==> config.mk <==
export PLATFORM = sky130hd
export DESIGN_NAME = cad_decoder
export DESIGN_NICKNAME = d
export VERILOG_FILES = /design/src/inc/cad_pkg.sv /design/src/hw/cad_opcode_class.sv /design/src/hw/cad_decoder.sv
export SDC_FILE = /design/constraint.sdc
export NUM_CORES = 1
export LEC_CHECK = 0
export BUFFER_PORTS_ARGS = -buffer_cell sky130_fd_sc_hd__buf_2
export CAP_MARGIN = 40
export CORE_MARGIN = 2
export CORE_UTILIZATION = 35
export CTS_CLUSTER_SIZE = 25
export DETAILED_ROUTE_END_ITERATION = 7
export HOLD_SLACK_MARGIN = 0.02
export PLACE_DENSITY = 0.52
export SYNTH_ARGS = -nofsm -noshare
export SYNTH_HDL_FRONTEND = slang
export SYNTH_SLANG_ARGS = --single-unit
==> constraint.sdc <==
create_clock -name i_clock -period 8.1 [get_ports i_clock]
set_input_delay 2.025 -clock i_clock [delete_from_list [all_inputs] [get_ports i_clock]]
set_output_delay 2.025 -clock i_clock [all_outputs]
set_load 0.02 [all_outputs]
==> src/inc/cad_pkg.sv <==
// shared constants, types and helpers for the address-mode decoder
package cad_pkg;

  localparam int CAD_ADDR_W = 16;
  localparam int CAD_DATA_W = 8;
  localparam int CAD_OPCODE_SPACE = 256;
  localparam int CAD_OP_COUNT = 63;
  localparam int CAD_GROUP_COUNT = 13;

  localparam logic [7:0] CAD_Y_REGISTER_PREFIX = 8'h90;
  localparam logic [7:0] CAD_Y_INDIRECT_INDEXED_PREFIX = 8'h91;
  localparam logic [7:0] CAD_INDIRECT_PREFIX = 8'h92;
  localparam logic [7:0] CAD_RELATIVE_SUBROUTINE_CALL = 8'had;

  // opcode rows (upper nibble)
  localparam logic [3:0] CAD_ROW_BITREL = 4'h0;
  localparam logic [3:0] CAD_ROW_BIT = 4'h1;
  localparam logic [3:0] CAD_ROW_REL = 4'h2;
  localparam logic [3:0] CAD_ROW_RMW_DIR = 4'h3;
  localparam logic [3:0] CAD_ROW_INH_A = 4'h4;
  localparam logic [3:0] CAD_ROW_INH_X = 4'h5;
  localparam logic [3:0] CAD_ROW_RMW_IDX1 = 4'h6;
  localparam logic [3:0] CAD_ROW_RMW_IDX0 = 4'h7;
  localparam logic [3:0] CAD_ROW_MISC_A = 4'h8;
  localparam logic [3:0] CAD_ROW_MISC_B = 4'h9;
  localparam logic [3:0] CAD_ROW_IMM = 4'ha;
  localparam logic [3:0] CAD_ROW_DIR = 4'hb;
  localparam logic [3:0] CAD_ROW_DIR_LONG = 4'hc;
  localparam logic [3:0] CAD_ROW_IDX_LONG = 4'hd;
  localparam logic [3:0] CAD_ROW_IDX1 = 4'he;
  localparam logic [3:0] CAD_ROW_IDX0 = 4'hf;

  // alu-row columns that only exist in short indirect form
  localparam logic [3:0] CAD_COL_JUMP = 4'hc;
  localparam logic [3:0] CAD_COL_CALL = 4'hd;

  localparam logic [1:0] CAD_LEN_RESET = 2'h0;

  typedef enum logic [1:0] {
    CAD_PFX_NONE, CAD_PFX_Y, CAD_PFX_IND, CAD_PFX_YIND
  } cad_prefix_type;

  typedef enum logic [4:0] {
    CAD_INHERENT, CAD_IMMEDIATE, CAD_DIR_SHORT, CAD_DIR_LONG,
    CAD_IDX0, CAD_IDX_SHORT, CAD_IDX_LONG, CAD_IND_SHORT, CAD_IND_LONG,
    CAD_INDIDX_SHORT, CAD_INDIDX_LONG, CAD_REL_DIR, CAD_REL_IND,
    CAD_BIT_DIR, CAD_BIT_IND, CAD_BITREL_DIR, CAD_BITREL_IND
  } cad_mode_type;

  typedef enum logic [3:0] {
    CAD_GRP_LOAD, CAD_GRP_STACK, CAD_GRP_INC_DEC, CAD_GRP_COMPARE,
    CAD_GRP_LOGICAL, CAD_GRP_BIT, CAD_GRP_BIT_BRANCH, CAD_GRP_ARITH,
    CAD_GRP_SHIFT, CAD_GRP_JUMP, CAD_GRP_COND_BRANCH, CAD_GRP_INTERRUPT,
    CAD_GRP_FLAG
  } cad_group_type;

  // bytes after the opcode for a final mode
  function automatic logic [1:0] cad_mode_bytes(input cad_mode_type m);
    case (m)
      CAD_INHERENT, CAD_IDX0: cad_mode_bytes = 2'd0;
      CAD_DIR_LONG, CAD_IDX_LONG: cad_mode_bytes = 2'd2;
      CAD_BITREL_DIR, CAD_BITREL_IND: cad_mode_bytes = 2'd2;
      default: cad_mode_bytes = 2'd1;
    endcase
  endfunction

  // pointer bytes fetched from memory for a final mode
  function automatic logic [1:0] cad_mode_reads(input cad_mode_type m);
    case (m)
      CAD_IND_LONG, CAD_INDIDX_LONG: cad_mode_reads = 2'd2;
      CAD_IND_SHORT, CAD_INDIDX_SHORT, CAD_REL_IND: cad_mode_reads = 2'd1;
      CAD_BIT_IND, CAD_BITREL_IND: cad_mode_reads = 2'd1;
      default: cad_mode_reads = 2'd0;
    endcase
  endfunction

  function automatic logic [15:0] cad_sext8(input logic [7:0] v);
    cad_sext8 = {{8{v[7]}}, v};
  endfunction

endpackage

==> src/hw/cad_opcode_class.sv <==
// combinational opcode classifier: prefix and opcode to mode and group
`timescale 1ns/1ps
module cad_opcode_class
  import cad_pkg::*;
(
  input wire cad_prefix_type i_prefix,
  input wire logic [7:0] i_opcode,
  output cad_mode_type o_mode,
  output cad_group_type o_group,
  output logic o_use_y,
  output logic o_illegal,
  output logic [1:0] o_bytes,
  output logic [1:0] o_reads
);

  function automatic cad_group_type rmw_group(input logic [3:0] c);
    case (c)
      4'h0, 4'h3: rmw_group = CAD_GRP_LOGICAL;
      4'h4, 4'h6, 4'h7, 4'h8, 4'h9, 4'he: rmw_group = CAD_GRP_SHIFT;
      4'ha, 4'hc: rmw_group = CAD_GRP_INC_DEC;
      4'hd: rmw_group = CAD_GRP_COMPARE;
      4'h2: rmw_group = CAD_GRP_ARITH;
      default: rmw_group = CAD_GRP_LOAD;
    endcase
  endfunction

  function automatic cad_group_type alu_group(input logic [3:0] c);
    case (c)
      4'h0, 4'h2, 4'h9, 4'hb: alu_group = CAD_GRP_ARITH;
      4'h1, 4'h3, 4'h5: alu_group = CAD_GRP_COMPARE;
      4'h4, 4'h8, 4'ha: alu_group = CAD_GRP_LOGICAL;
      4'hc, 4'hd: alu_group = CAD_GRP_JUMP;
      default: alu_group = CAD_GRP_LOAD;
    endcase
  endfunction

  logic [3:0] row;
  logic [3:0] col;
  cad_mode_type base;
  logic rmw_short_only;

  assign row = i_opcode[7:4];
  assign col = i_opcode[3:0];
  // read-modify-write, bit, shift, call and jump have no long indirect form
  assign rmw_short_only = !(row inside {CAD_ROW_IMM, CAD_ROW_DIR,
    CAD_ROW_DIR_LONG, CAD_ROW_IDX_LONG, CAD_ROW_IDX1, CAD_ROW_IDX0})
    || col == CAD_COL_JUMP || col == CAD_COL_CALL;

  always_comb
  begin
    base = CAD_INHERENT;
    o_group = CAD_GRP_LOAD;
    o_use_y = 1'b0;
    o_illegal = 1'b0;
    if (i_opcode == CAD_RELATIVE_SUBROUTINE_CALL)
    begin
      base = CAD_REL_DIR; // see RULE10
      o_group = CAD_GRP_JUMP;
    end
    else
    begin
      case (row)
        CAD_ROW_BITREL:
        begin
          base = CAD_BITREL_DIR;
          o_group = CAD_GRP_BIT_BRANCH;
        end
        CAD_ROW_BIT:
        begin
          base = CAD_BIT_DIR;
          o_group = CAD_GRP_BIT;
        end
        CAD_ROW_REL:
        begin
          base = CAD_REL_DIR; // see RULE10
          o_group = CAD_GRP_COND_BRANCH;
        end
        CAD_ROW_RMW_DIR, CAD_ROW_RMW_IDX1, CAD_ROW_RMW_IDX0:
        begin
          base = (row == CAD_ROW_RMW_DIR) ? CAD_DIR_SHORT :
                 (row == CAD_ROW_RMW_IDX1) ? CAD_IDX_SHORT : CAD_IDX0;
          o_group = rmw_group(col);
        end
        CAD_ROW_INH_A, CAD_ROW_INH_X: o_group = rmw_group(col);
        CAD_ROW_MISC_A:
          o_group = (col inside {4'h0, 4'h3, 4'he, 4'hf}) ?
                    CAD_GRP_INTERRUPT : CAD_GRP_STACK;
        CAD_ROW_MISC_B:
          o_group = (col inside {4'h8, 4'h9, 4'ha, 4'hb}) ?
                    CAD_GRP_FLAG : CAD_GRP_LOAD;
        CAD_ROW_IMM:
        begin
          base = CAD_IMMEDIATE;
          o_group = alu_group(col);
          o_illegal = col inside {4'h7, 4'hc, 4'hd, 4'hf};
        end
        CAD_ROW_DIR: base = CAD_DIR_SHORT;
        CAD_ROW_DIR_LONG: base = CAD_DIR_LONG; // see RULE1
        CAD_ROW_IDX_LONG: base = CAD_IDX_LONG;
        CAD_ROW_IDX1: base = CAD_IDX_SHORT;
        default: base = CAD_IDX0;
      endcase
      if (row >= CAD_ROW_DIR)
        o_group = alu_group(col);
    end
    o_mode = base;
    case (i_prefix)
      CAD_PFX_Y: // see RULE18
      begin
        o_use_y = 1'b1;
        o_illegal = o_illegal || !(base inside {CAD_IMMEDIATE, CAD_INHERENT,
          CAD_DIR_SHORT, CAD_DIR_LONG, CAD_IDX0, CAD_IDX_SHORT, CAD_IDX_LONG});
      end
      CAD_PFX_IND: // see RULE19 RULE20
      begin
        case (base)
          CAD_DIR_SHORT: o_mode = CAD_IND_SHORT;
          CAD_DIR_LONG: o_mode = CAD_IND_LONG;
          CAD_IDX_SHORT: o_mode = CAD_INDIDX_SHORT;
          CAD_IDX_LONG: o_mode = CAD_INDIDX_LONG;
          CAD_BIT_DIR: o_mode = CAD_BIT_IND;
          CAD_BITREL_DIR: o_mode = CAD_BITREL_IND;
          CAD_REL_DIR: o_mode = CAD_REL_IND;
          default: o_illegal = 1'b1;
        endcase
        // see RULE11 RULE12 RULE13
        if ((base == CAD_DIR_LONG || base == CAD_IDX_LONG) && rmw_short_only)
          o_illegal = 1'b1;
      end
      CAD_PFX_YIND: // see RULE21
      begin
        o_use_y = 1'b1;
        case (base)
          CAD_IDX_SHORT: o_mode = CAD_INDIDX_SHORT;
          CAD_IDX_LONG: o_mode = CAD_INDIDX_LONG;
          default: o_illegal = 1'b1;
        endcase
        if (base == CAD_IDX_LONG && rmw_short_only)
          o_illegal = 1'b1; // see RULE13
      end
      default: o_use_y = 1'b0;
    endcase
    o_bytes = cad_mode_bytes(o_mode);
    o_reads = cad_mode_reads(o_mode);
  end

endmodule

==> src/hw/cad_decoder.sv <==
// address-mode and prefix decoder between fetch stream and address unit
//
// Contract
// RULE1: long indexed takes a 16-bit offset from the two bytes after opcode.
// RULE2: indirect modes read the operand address from a pointer in memory.
// RULE3: short indirect uses a one-byte pointer, operand in 00 to FF.
// RULE4: long indirect forms use a 16-bit pointer reaching all 64Kb.
// RULE5: indirect indexed adds index register and fetched pointer, unsigned.
// RULE6: short indirect indexed spans 00 to 1FE, one byte after opcode.
// RULE7: relative modes add a signed 8-bit offset to the program counter.
// RULE8: direct relative takes the offset from the byte after the opcode.
// RULE9: indirect relative reads the offset from memory at that byte.
// RULE10: only conditional jumps and relative calls use relative modes.
// RULE11: load, compare, logic, arithmetic, bit compare allow long indirect.
// RULE12: read-modify-write, bit, shift, call, jump allow only short indirect.
// RULE13: same short-only limit applies in indirect indexed mode.
// RULE14: sixty-three operations in thirteen functional groups.
// RULE15: three prefix bytes extend the 256-entry opcode space.
// RULE16: layout is optional prefix, opcode, then zero to two bytes.
// RULE17: prefixes precede X-based or direct opcodes for Y and indirect.
// RULE18: prefix 90 turns X-based forms into Y-based forms.
// RULE19: prefix 92 turns direct, bit and relative forms into indirect.
// RULE20: prefix 92 turns X indexed into indirect X indexed.
// RULE21: prefix 91 turns X indirect indexed into Y indirect indexed.
// RULE22: indexed address is unsigned index plus the following offset.
// RULE23: a prefix affects only the next opcode and clears afterwards.
// RULE24: length is prefix plus opcode plus the mode's operand bytes.
`timescale 1ns/1ps
module cad_decoder
  import cad_pkg::*;
#(
  parameter int ADDR_W = CAD_ADDR_W,
  parameter int DATA_W = CAD_DATA_W
)
(
  input wire logic i_clock,
  input wire logic i_rst,
  input wire logic i_fetch_valid,
  input wire logic [DATA_W-1:0] i_fetch_byte,
  input wire logic [ADDR_W-1:0] i_fetch_pc,
  output logic o_fetch_ready,
  input wire logic [DATA_W-1:0] i_index_x,
  input wire logic [DATA_W-1:0] i_index_y,
  output logic o_mem_req,
  output logic [ADDR_W-1:0] o_mem_addr,
  input wire logic i_mem_ack,
  input wire logic [DATA_W-1:0] i_mem_data,
  output logic o_done,
  output logic [DATA_W-1:0] o_opcode,
  output cad_mode_type o_mode,
  output cad_group_type o_group,
  output logic o_use_y,
  output logic o_illegal,
  output logic [2:0] o_length,
  output logic [ADDR_W-1:0] o_eff_addr,
  output logic [DATA_W-1:0] o_immediate,
  output logic o_branch,
  output logic [ADDR_W-1:0] o_branch_target
);

  typedef enum logic [1:0] {
    CAD_ST_OPCODE, CAD_ST_OPERAND, CAD_ST_POINTER, CAD_ST_FINISH
  } cad_state_type;

  typedef struct packed {
    cad_state_type st;
    cad_prefix_type prefix;
    logic [ADDR_W-1:0] start_pc;
    logic [DATA_W-1:0] opcode;
    logic [DATA_W-1:0] byte1;
    logic [DATA_W-1:0] byte2;
    logic [DATA_W-1:0] ptr_hi;
    logic [DATA_W-1:0] ptr_lo;
    logic [1:0] count;
    logic double_prefix;
    logic done;
    logic [DATA_W-1:0] out_opcode;
    cad_mode_type mode;
    cad_group_type group;
    logic use_y;
    logic illegal;
    logic [2:0] length;
    logic [ADDR_W-1:0] eff_addr;
    logic [DATA_W-1:0] immediate;
    logic branch;
    logic [ADDR_W-1:0] branch_target;
  } cad_regs_type;

  cad_regs_type s;
  cad_regs_type next_s;

  cad_mode_type cls_mode;
  cad_group_type cls_group;
  logic cls_use_y;
  logic cls_illegal;
  logic [1:0] cls_bytes;
  logic [1:0] cls_reads;
  logic [DATA_W-1:0] cls_opcode;

  // sum of a zero-extended index and an unsigned offset
  function automatic logic [ADDR_W-1:0] index_add(
    input logic [DATA_W-1:0] idx,
    input logic [ADDR_W-1:0] offs
  );
    index_add = ADDR_W'({{(ADDR_W-DATA_W){1'b0}}, idx} + offs);
  endfunction

  function automatic logic [ADDR_W-1:0] zext(input logic [DATA_W-1:0] v);
    zext = {{(ADDR_W-DATA_W){1'b0}}, v};
  endfunction

  function automatic cad_prefix_type prefix_of(input logic [7:0] b);
    case (b)
      CAD_Y_REGISTER_PREFIX: prefix_of = CAD_PFX_Y;
      CAD_INDIRECT_PREFIX: prefix_of = CAD_PFX_IND;
      CAD_Y_INDIRECT_INDEXED_PREFIX: prefix_of = CAD_PFX_YIND;
      default: prefix_of = CAD_PFX_NONE;
    endcase
  endfunction

  // while waiting for the opcode the classifier looks at the live byte so
  // operand and pointer counts are known in the cycle the opcode is taken
  assign cls_opcode = (s.st == CAD_ST_OPCODE) ? i_fetch_byte : s.opcode;

  cad_opcode_class u_class (
    .i_prefix(s.prefix),
    .i_opcode(cls_opcode),
    .o_mode(cls_mode),
    .o_group(cls_group),
    .o_use_y(cls_use_y),
    .o_illegal(cls_illegal),
    .o_bytes(cls_bytes),
    .o_reads(cls_reads)
  );

  logic [DATA_W-1:0] sel_index;
  logic [ADDR_W-1:0] pointer;
  logic [ADDR_W-1:0] long_operand;
  logic [ADDR_W-1:0] pointer_base;
  logic [DATA_W-1:0] rel_offset;
  logic [2:0] full_length;

  assign sel_index = cls_use_y ? i_index_y : i_index_x;
  // see RULE3 RULE4
  assign pointer = (cls_reads == 2'd2) ? {s.ptr_hi, s.ptr_lo} : zext(s.ptr_lo);
  assign long_operand = {s.byte1, s.byte2};
  // pointer address always sits in the byte right after the opcode
  assign pointer_base = zext(s.byte1); // see RULE2
  assign full_length = 3'(cls_bytes) + 3'd1 +
    ((s.prefix != CAD_PFX_NONE) ? 3'd1 : 3'd0); // see RULE24 RULE16
  // see RULE8 RULE9
  assign rel_offset = (cls_mode == CAD_REL_IND) ? s.ptr_lo :
                      (cls_mode == CAD_REL_DIR) ? s.byte1 : s.byte2;

  always_comb
  begin
    next_s = s;
    next_s.done = 1'b0;
    o_fetch_ready = 1'b0;
    o_mem_req = 1'b0;
    o_mem_addr = '0;
    case (s.st)
      CAD_ST_OPCODE:
      begin
        o_fetch_ready = 1'b1;
        if (i_fetch_valid)
        begin
          if (prefix_of(i_fetch_byte) != CAD_PFX_NONE)
          begin
            // see RULE15 RULE17
            // a second prefix replaces the first; the pair is flagged
            if (s.prefix == CAD_PFX_NONE)
              next_s.start_pc = i_fetch_pc;
            else
              next_s.double_prefix = 1'b1;
            next_s.prefix = prefix_of(i_fetch_byte);
          end
          else
          begin
            if (s.prefix == CAD_PFX_NONE)
              next_s.start_pc = i_fetch_pc;
            next_s.opcode = i_fetch_byte;
            next_s.count = 2'd0;
            if (cls_bytes != 2'd0)
              next_s.st = CAD_ST_OPERAND;
            else
              next_s.st = CAD_ST_FINISH;
          end
        end
      end
      CAD_ST_OPERAND:
      begin
        o_fetch_ready = 1'b1;
        if (i_fetch_valid)
        begin
          if (s.count == 2'd0)
            next_s.byte1 = i_fetch_byte;
          else
            next_s.byte2 = i_fetch_byte; // see RULE1
          next_s.count = s.count + 2'd1;
          if (s.count + 2'd1 == cls_bytes)
          begin
            next_s.count = 2'd0;
            // illegal forms and prefix pairs skip the pointer reads
            next_s.st = (cls_reads != 2'd0 && !cls_illegal &&
                         !s.double_prefix) ? CAD_ST_POINTER : CAD_ST_FINISH;
          end
        end
      end
      CAD_ST_POINTER:
      begin
        // word pointers are high byte first at the pointer address
        o_mem_req = 1'b1;
        o_mem_addr = pointer_base + zext({6'h00, s.count}); // see RULE2
        if (i_mem_ack)
        begin
          if (cls_reads == 2'd2 && s.count == 2'd0)
            next_s.ptr_hi = i_mem_data; // see RULE4
          else
            next_s.ptr_lo = i_mem_data; // see RULE3
          next_s.count = s.count + 2'd1;
          if (s.count + 2'd1 == cls_reads)
            next_s.st = CAD_ST_FINISH;
        end
      end
      CAD_ST_FINISH:
      begin
        next_s.done = 1'b1;
        next_s.out_opcode = s.opcode;
        next_s.mode = cls_mode;
        next_s.group = cls_group; // see RULE14
        next_s.use_y = cls_use_y;
        next_s.illegal = cls_illegal || s.double_prefix;
        next_s.length = full_length; // see RULE24
        next_s.immediate = s.byte1;
        next_s.branch = cls_mode inside {CAD_REL_DIR, CAD_REL_IND,
          CAD_BITREL_DIR, CAD_BITREL_IND}; // see RULE10
        // see RULE7
        next_s.branch_target = ADDR_W'(s.start_pc + zext({5'h00, full_length})
          + cad_sext8(rel_offset));
        case (cls_mode)
          CAD_DIR_SHORT, CAD_BIT_DIR, CAD_BITREL_DIR:
            next_s.eff_addr = zext(s.byte1);
          CAD_DIR_LONG: next_s.eff_addr = long_operand;
          CAD_IDX0: next_s.eff_addr = zext(sel_index);
          // see RULE22
          CAD_IDX_SHORT: next_s.eff_addr = index_add(sel_index, zext(s.byte1));
          CAD_IDX_LONG:
            next_s.eff_addr = index_add(sel_index, long_operand); // see RULE1
          // see RULE2 RULE3 RULE4
          CAD_IND_SHORT, CAD_IND_LONG, CAD_BIT_IND, CAD_BITREL_IND:
            next_s.eff_addr = pointer;
          // see RULE5 RULE6
          CAD_INDIDX_SHORT, CAD_INDIDX_LONG:
            next_s.eff_addr = index_add(sel_index, pointer);
          default: next_s.eff_addr = '0;
        endcase
        // see RULE23
        next_s.prefix = CAD_PFX_NONE;
        next_s.double_prefix = 1'b0;
        next_s.count = 2'd0;
        next_s.st = CAD_ST_OPCODE;
      end
      default: next_s.st = CAD_ST_OPCODE;
    endcase
  end

  always_ff @(posedge i_clock)
  begin
    if (i_rst)
    begin
      s <= '0;
      s.st <= CAD_ST_OPCODE;
      s.prefix <= CAD_PFX_NONE;
      s.length <= 3'(CAD_LEN_RESET);
    end
    else
      s <= next_s;
  end

  assign o_done = s.done;
  assign o_opcode = s.out_opcode;
  assign o_mode = s.mode;
  assign o_group = s.group;
  assign o_use_y = s.use_y;
  assign o_illegal = s.illegal;
  assign o_length = s.length;
  assign o_eff_addr = s.eff_addr;
  assign o_immediate = s.immediate;
  assign o_branch = s.branch;
  assign o_branch_target = s.branch_target;

endmodule

==> results.toml <==
[routing]
drtPass1Iterations = 6
num_vias = 8090
wl_per_cell_um = 19.3
drtAntennaViolNets = 0
routed_wl_mm = 28.6
viasPerCell = 5.45
drt_iter0_drc = 700
drc = 0

[synthesis]
synth_top_cell_area_share_pct = 28.2
synth_commonest_cells = "nor2_1 (144), dfxtp_1 (127), nand2_1 (102)"
async_reset_ff_share_pct = 0
synth-edff-count = 0
synth_flop_cell = "dfxtp_1"
synth_seq_cells = 127
synth-seq-area-share_pct = 28.2
syn_area_sq_um = 9010
avgSynthCellArea_sq_um = 8.24
yosysTopAreaCell = "dfxtp_1"
ys_warn_count = 0
yosysMostFrequentCell = "nor2_1"
syn_inst = 1094
ys_types = 78
synth_area_leaders = "dfxtp_1 (28%), mux2i_1 (9.9%), ha_1 (7.1%)"

[setup_path]
crit_family = "compound AO/OA/AOI/OAI gates"
path_class = "in2reg"
worstPathMaxFanout = 7
crit_buf_inv = 4
cp.required_ns = 8.45
endpoint_kind = "flop"
slowest_delay_ns = 0.55
arrival_ns = 7.75
worstSetupStartpointType = "primary input"
slowest_stage = "or4bb_1"

[clocking]
clock_path_buffers = 2
insertion_delay_ns = 0.43
clkSlewWorstSetupHoldPaths_ns = 0.06
numCtsBuffers = 17
hold_buffers = 0
numClockSinks = 127
cts_max_level = 4
cts.repair.resized = 0
cts-root-buf = "clkbuf_16"
postCtsSetupRepairBufs = 0
cts_tree = "done"

[finish]
drive_above_1_share_pct = 19.6
stdcell_count = 1484
final_area_sq_um = 10100
area_delta_synth_final_pct = 12.5
filler_cell_count = 2630
fin_nets = 1251
diodes = 0

[place]
dp_hpwl_mm = 21.3
dpl_cell_area_sq_um = 9500
place_congestion = 0.935
port_buffers = 126
placedCellCount = 1452

[grt]
grt_max_degree = 66
grt_usage_pct = 21.5
grt_overflow_total = 0
grt_first_pass_wirelength_mm = 44.6
grt_pass1_vias = 7689
antenna_found_initial = 1

[die]
fp.dieH_um = 164
fp-row-count = 58
die_area_sq_um = 27000
fp.coreArea_sq_um = 25300
fp.dieW_um = 164
ios = 134
start_util_pct = 35.7

[sta]
setup_viol = 0
totalNegativeSetupSlack_ns = 0
min_period_over_period_pct = 91.3
finalCriticalPeriod_ns = 7.40
slew_headroom_pct = 40.5
rsz0062_at_grt = "false"
hold_violations = 0
final_max_slew_viol_count = 0
max_freq_mhz = 135
skew_ns = 0.0113
worst_pin_slew_ns = 0.884

[run_status]
status = "finished, final reports clean"

[worst_hold_path]
min_path_type = "reg2reg"

[power_and_ir_drop]
peakVddDrop_mv = 0.123
pwr_density_cell_nw_per_um2 = 269
finalPower_w = 0.00273
p_leak_nw = 4.45

[flow_run]
drv_cap = 0
## placed cells by master (no fill, tap or decap), types with 9 or more instances in the layout
cell type,n
nor2_1,144
dfxtp_1,127
buf_2,125
nand2_1,102
mux2i_1,89
a21oi_1,63
ha_1,50
inv_1,37
o21ai_0,36
buf_4,24
xnor2_1,23
nor3_1,22
mux2_2,21
a211oi_1,20
clkbuf_16,17
nand3_1,15
a222oi_1,14
a21o_1,11
a22o_1,11
and2_1,9
a31oi_1,9
## layout make-up
cell class | count | area, sq um | area share [%]
multi-input combinational | 808 | 5580 | 55.1
timing repair buffer | 150 | 817 | 8.06
inverter | 37 | 139 | 1.37
sequential | 127 | 2540 | 25.1
clock buffer | 18 | 439 | 4.33
tap | 330 | 413 | 4.07
clock inverter | 14 | 204 | 2.01
## power by group
part / total [W] / switching, W / internal (W)
sequential: 0.000730 / 0.0000575 / 0.000672
clock: 0.000849 / 0.000319 / 0.000530
combinational: 0.00115 / 0.000733 / 0.000417
## stage by stage
stage	setup slack (ns)	util (%)	hold WS (ns)
2_1_floorplan	0.836	-	0.426
3_3_place_gp	0.415	37.5	0.446
3_5_place_dp	0.289	37.6	0.454
4_1_cts	0.717	40.1	0.463
5_1_grt	0.322	40.1	0.475
6_report	0.703	40.1	0.461
## final timing paths
check	start	endpoint	slack, ns	cells after the start
min	s[118]	s[118]	0.46	2
min reg2reg	s[118]	s[118]	0.46	2
max	i_fetch_byte[4]	o_branch_target[15]	0.70	25
max reg2reg	s[125]	o_branch_target[15]	1.18	26
## worst reg2reg max path, cell delays in order, from the launching register on
cell and delay (ns):
dfxtp_1 0.36, inv_1 0.10, ha_1 0.74, or4bb_1 0.60
a21o_1 0.26, or2_4 0.30, a22oi_2 0.25, o21ai_1 0.17
a21oi_1 0.25, or2_2 0.17, nand2b_1 0.11, ha_1 0.15
inv_1 0.04, ha_1 0.28, inv_1 0.06, fa_1 0.49
inv_1 0.04, ha_1 0.21, fa_1 0.42, a211oi_1 0.37
o21ai_0 0.20, nand3_1 0.13, a31oi_1 0.12, a21oi_1 0.17
o21bai_1 0.15, or4b_1 0.49, a41oi_1 0.20
## metal layers
layer | up-vias | wire [um] | GRT usage [%]
li1 | 3969 | - | -
met1 | 3805 | 13900 | 30.6
met2 | 282 | 12600 | 33.6
met3 | 32 | 1740 | 3.44
met4 | 2 | 381 | 6.17
met5 | - | 13 | 0
## kinds of logic (layout without fill, tap and decap cells)
family,count (synthesis),count (layout),share of synthesized area (%)
xor gates and xnor gates,29,29,2.82
DFF,127,127,28.2
AOI/OAI and AO/OA,256,256,20.1
buffers and inverters,165,219,10.3
other,1,7,0.0416
adders and majority gates,58,58,8.64
muxes,110,110,12.5
and+or+nand+nor,348,348,17.5
## sequential cells by signal, summed over array words and instances, names as in the netlist
register         count
o_opcode             8
o_branch_target     16
o_length             3
o_eff_addr          16
o_mode               5
o_done               1
o_illegal            1
o_use_y              1
o_immediate          8
s                   47
o_group              4
long_operand        16
o_branch             1
(Power assumes the default switching activity.)
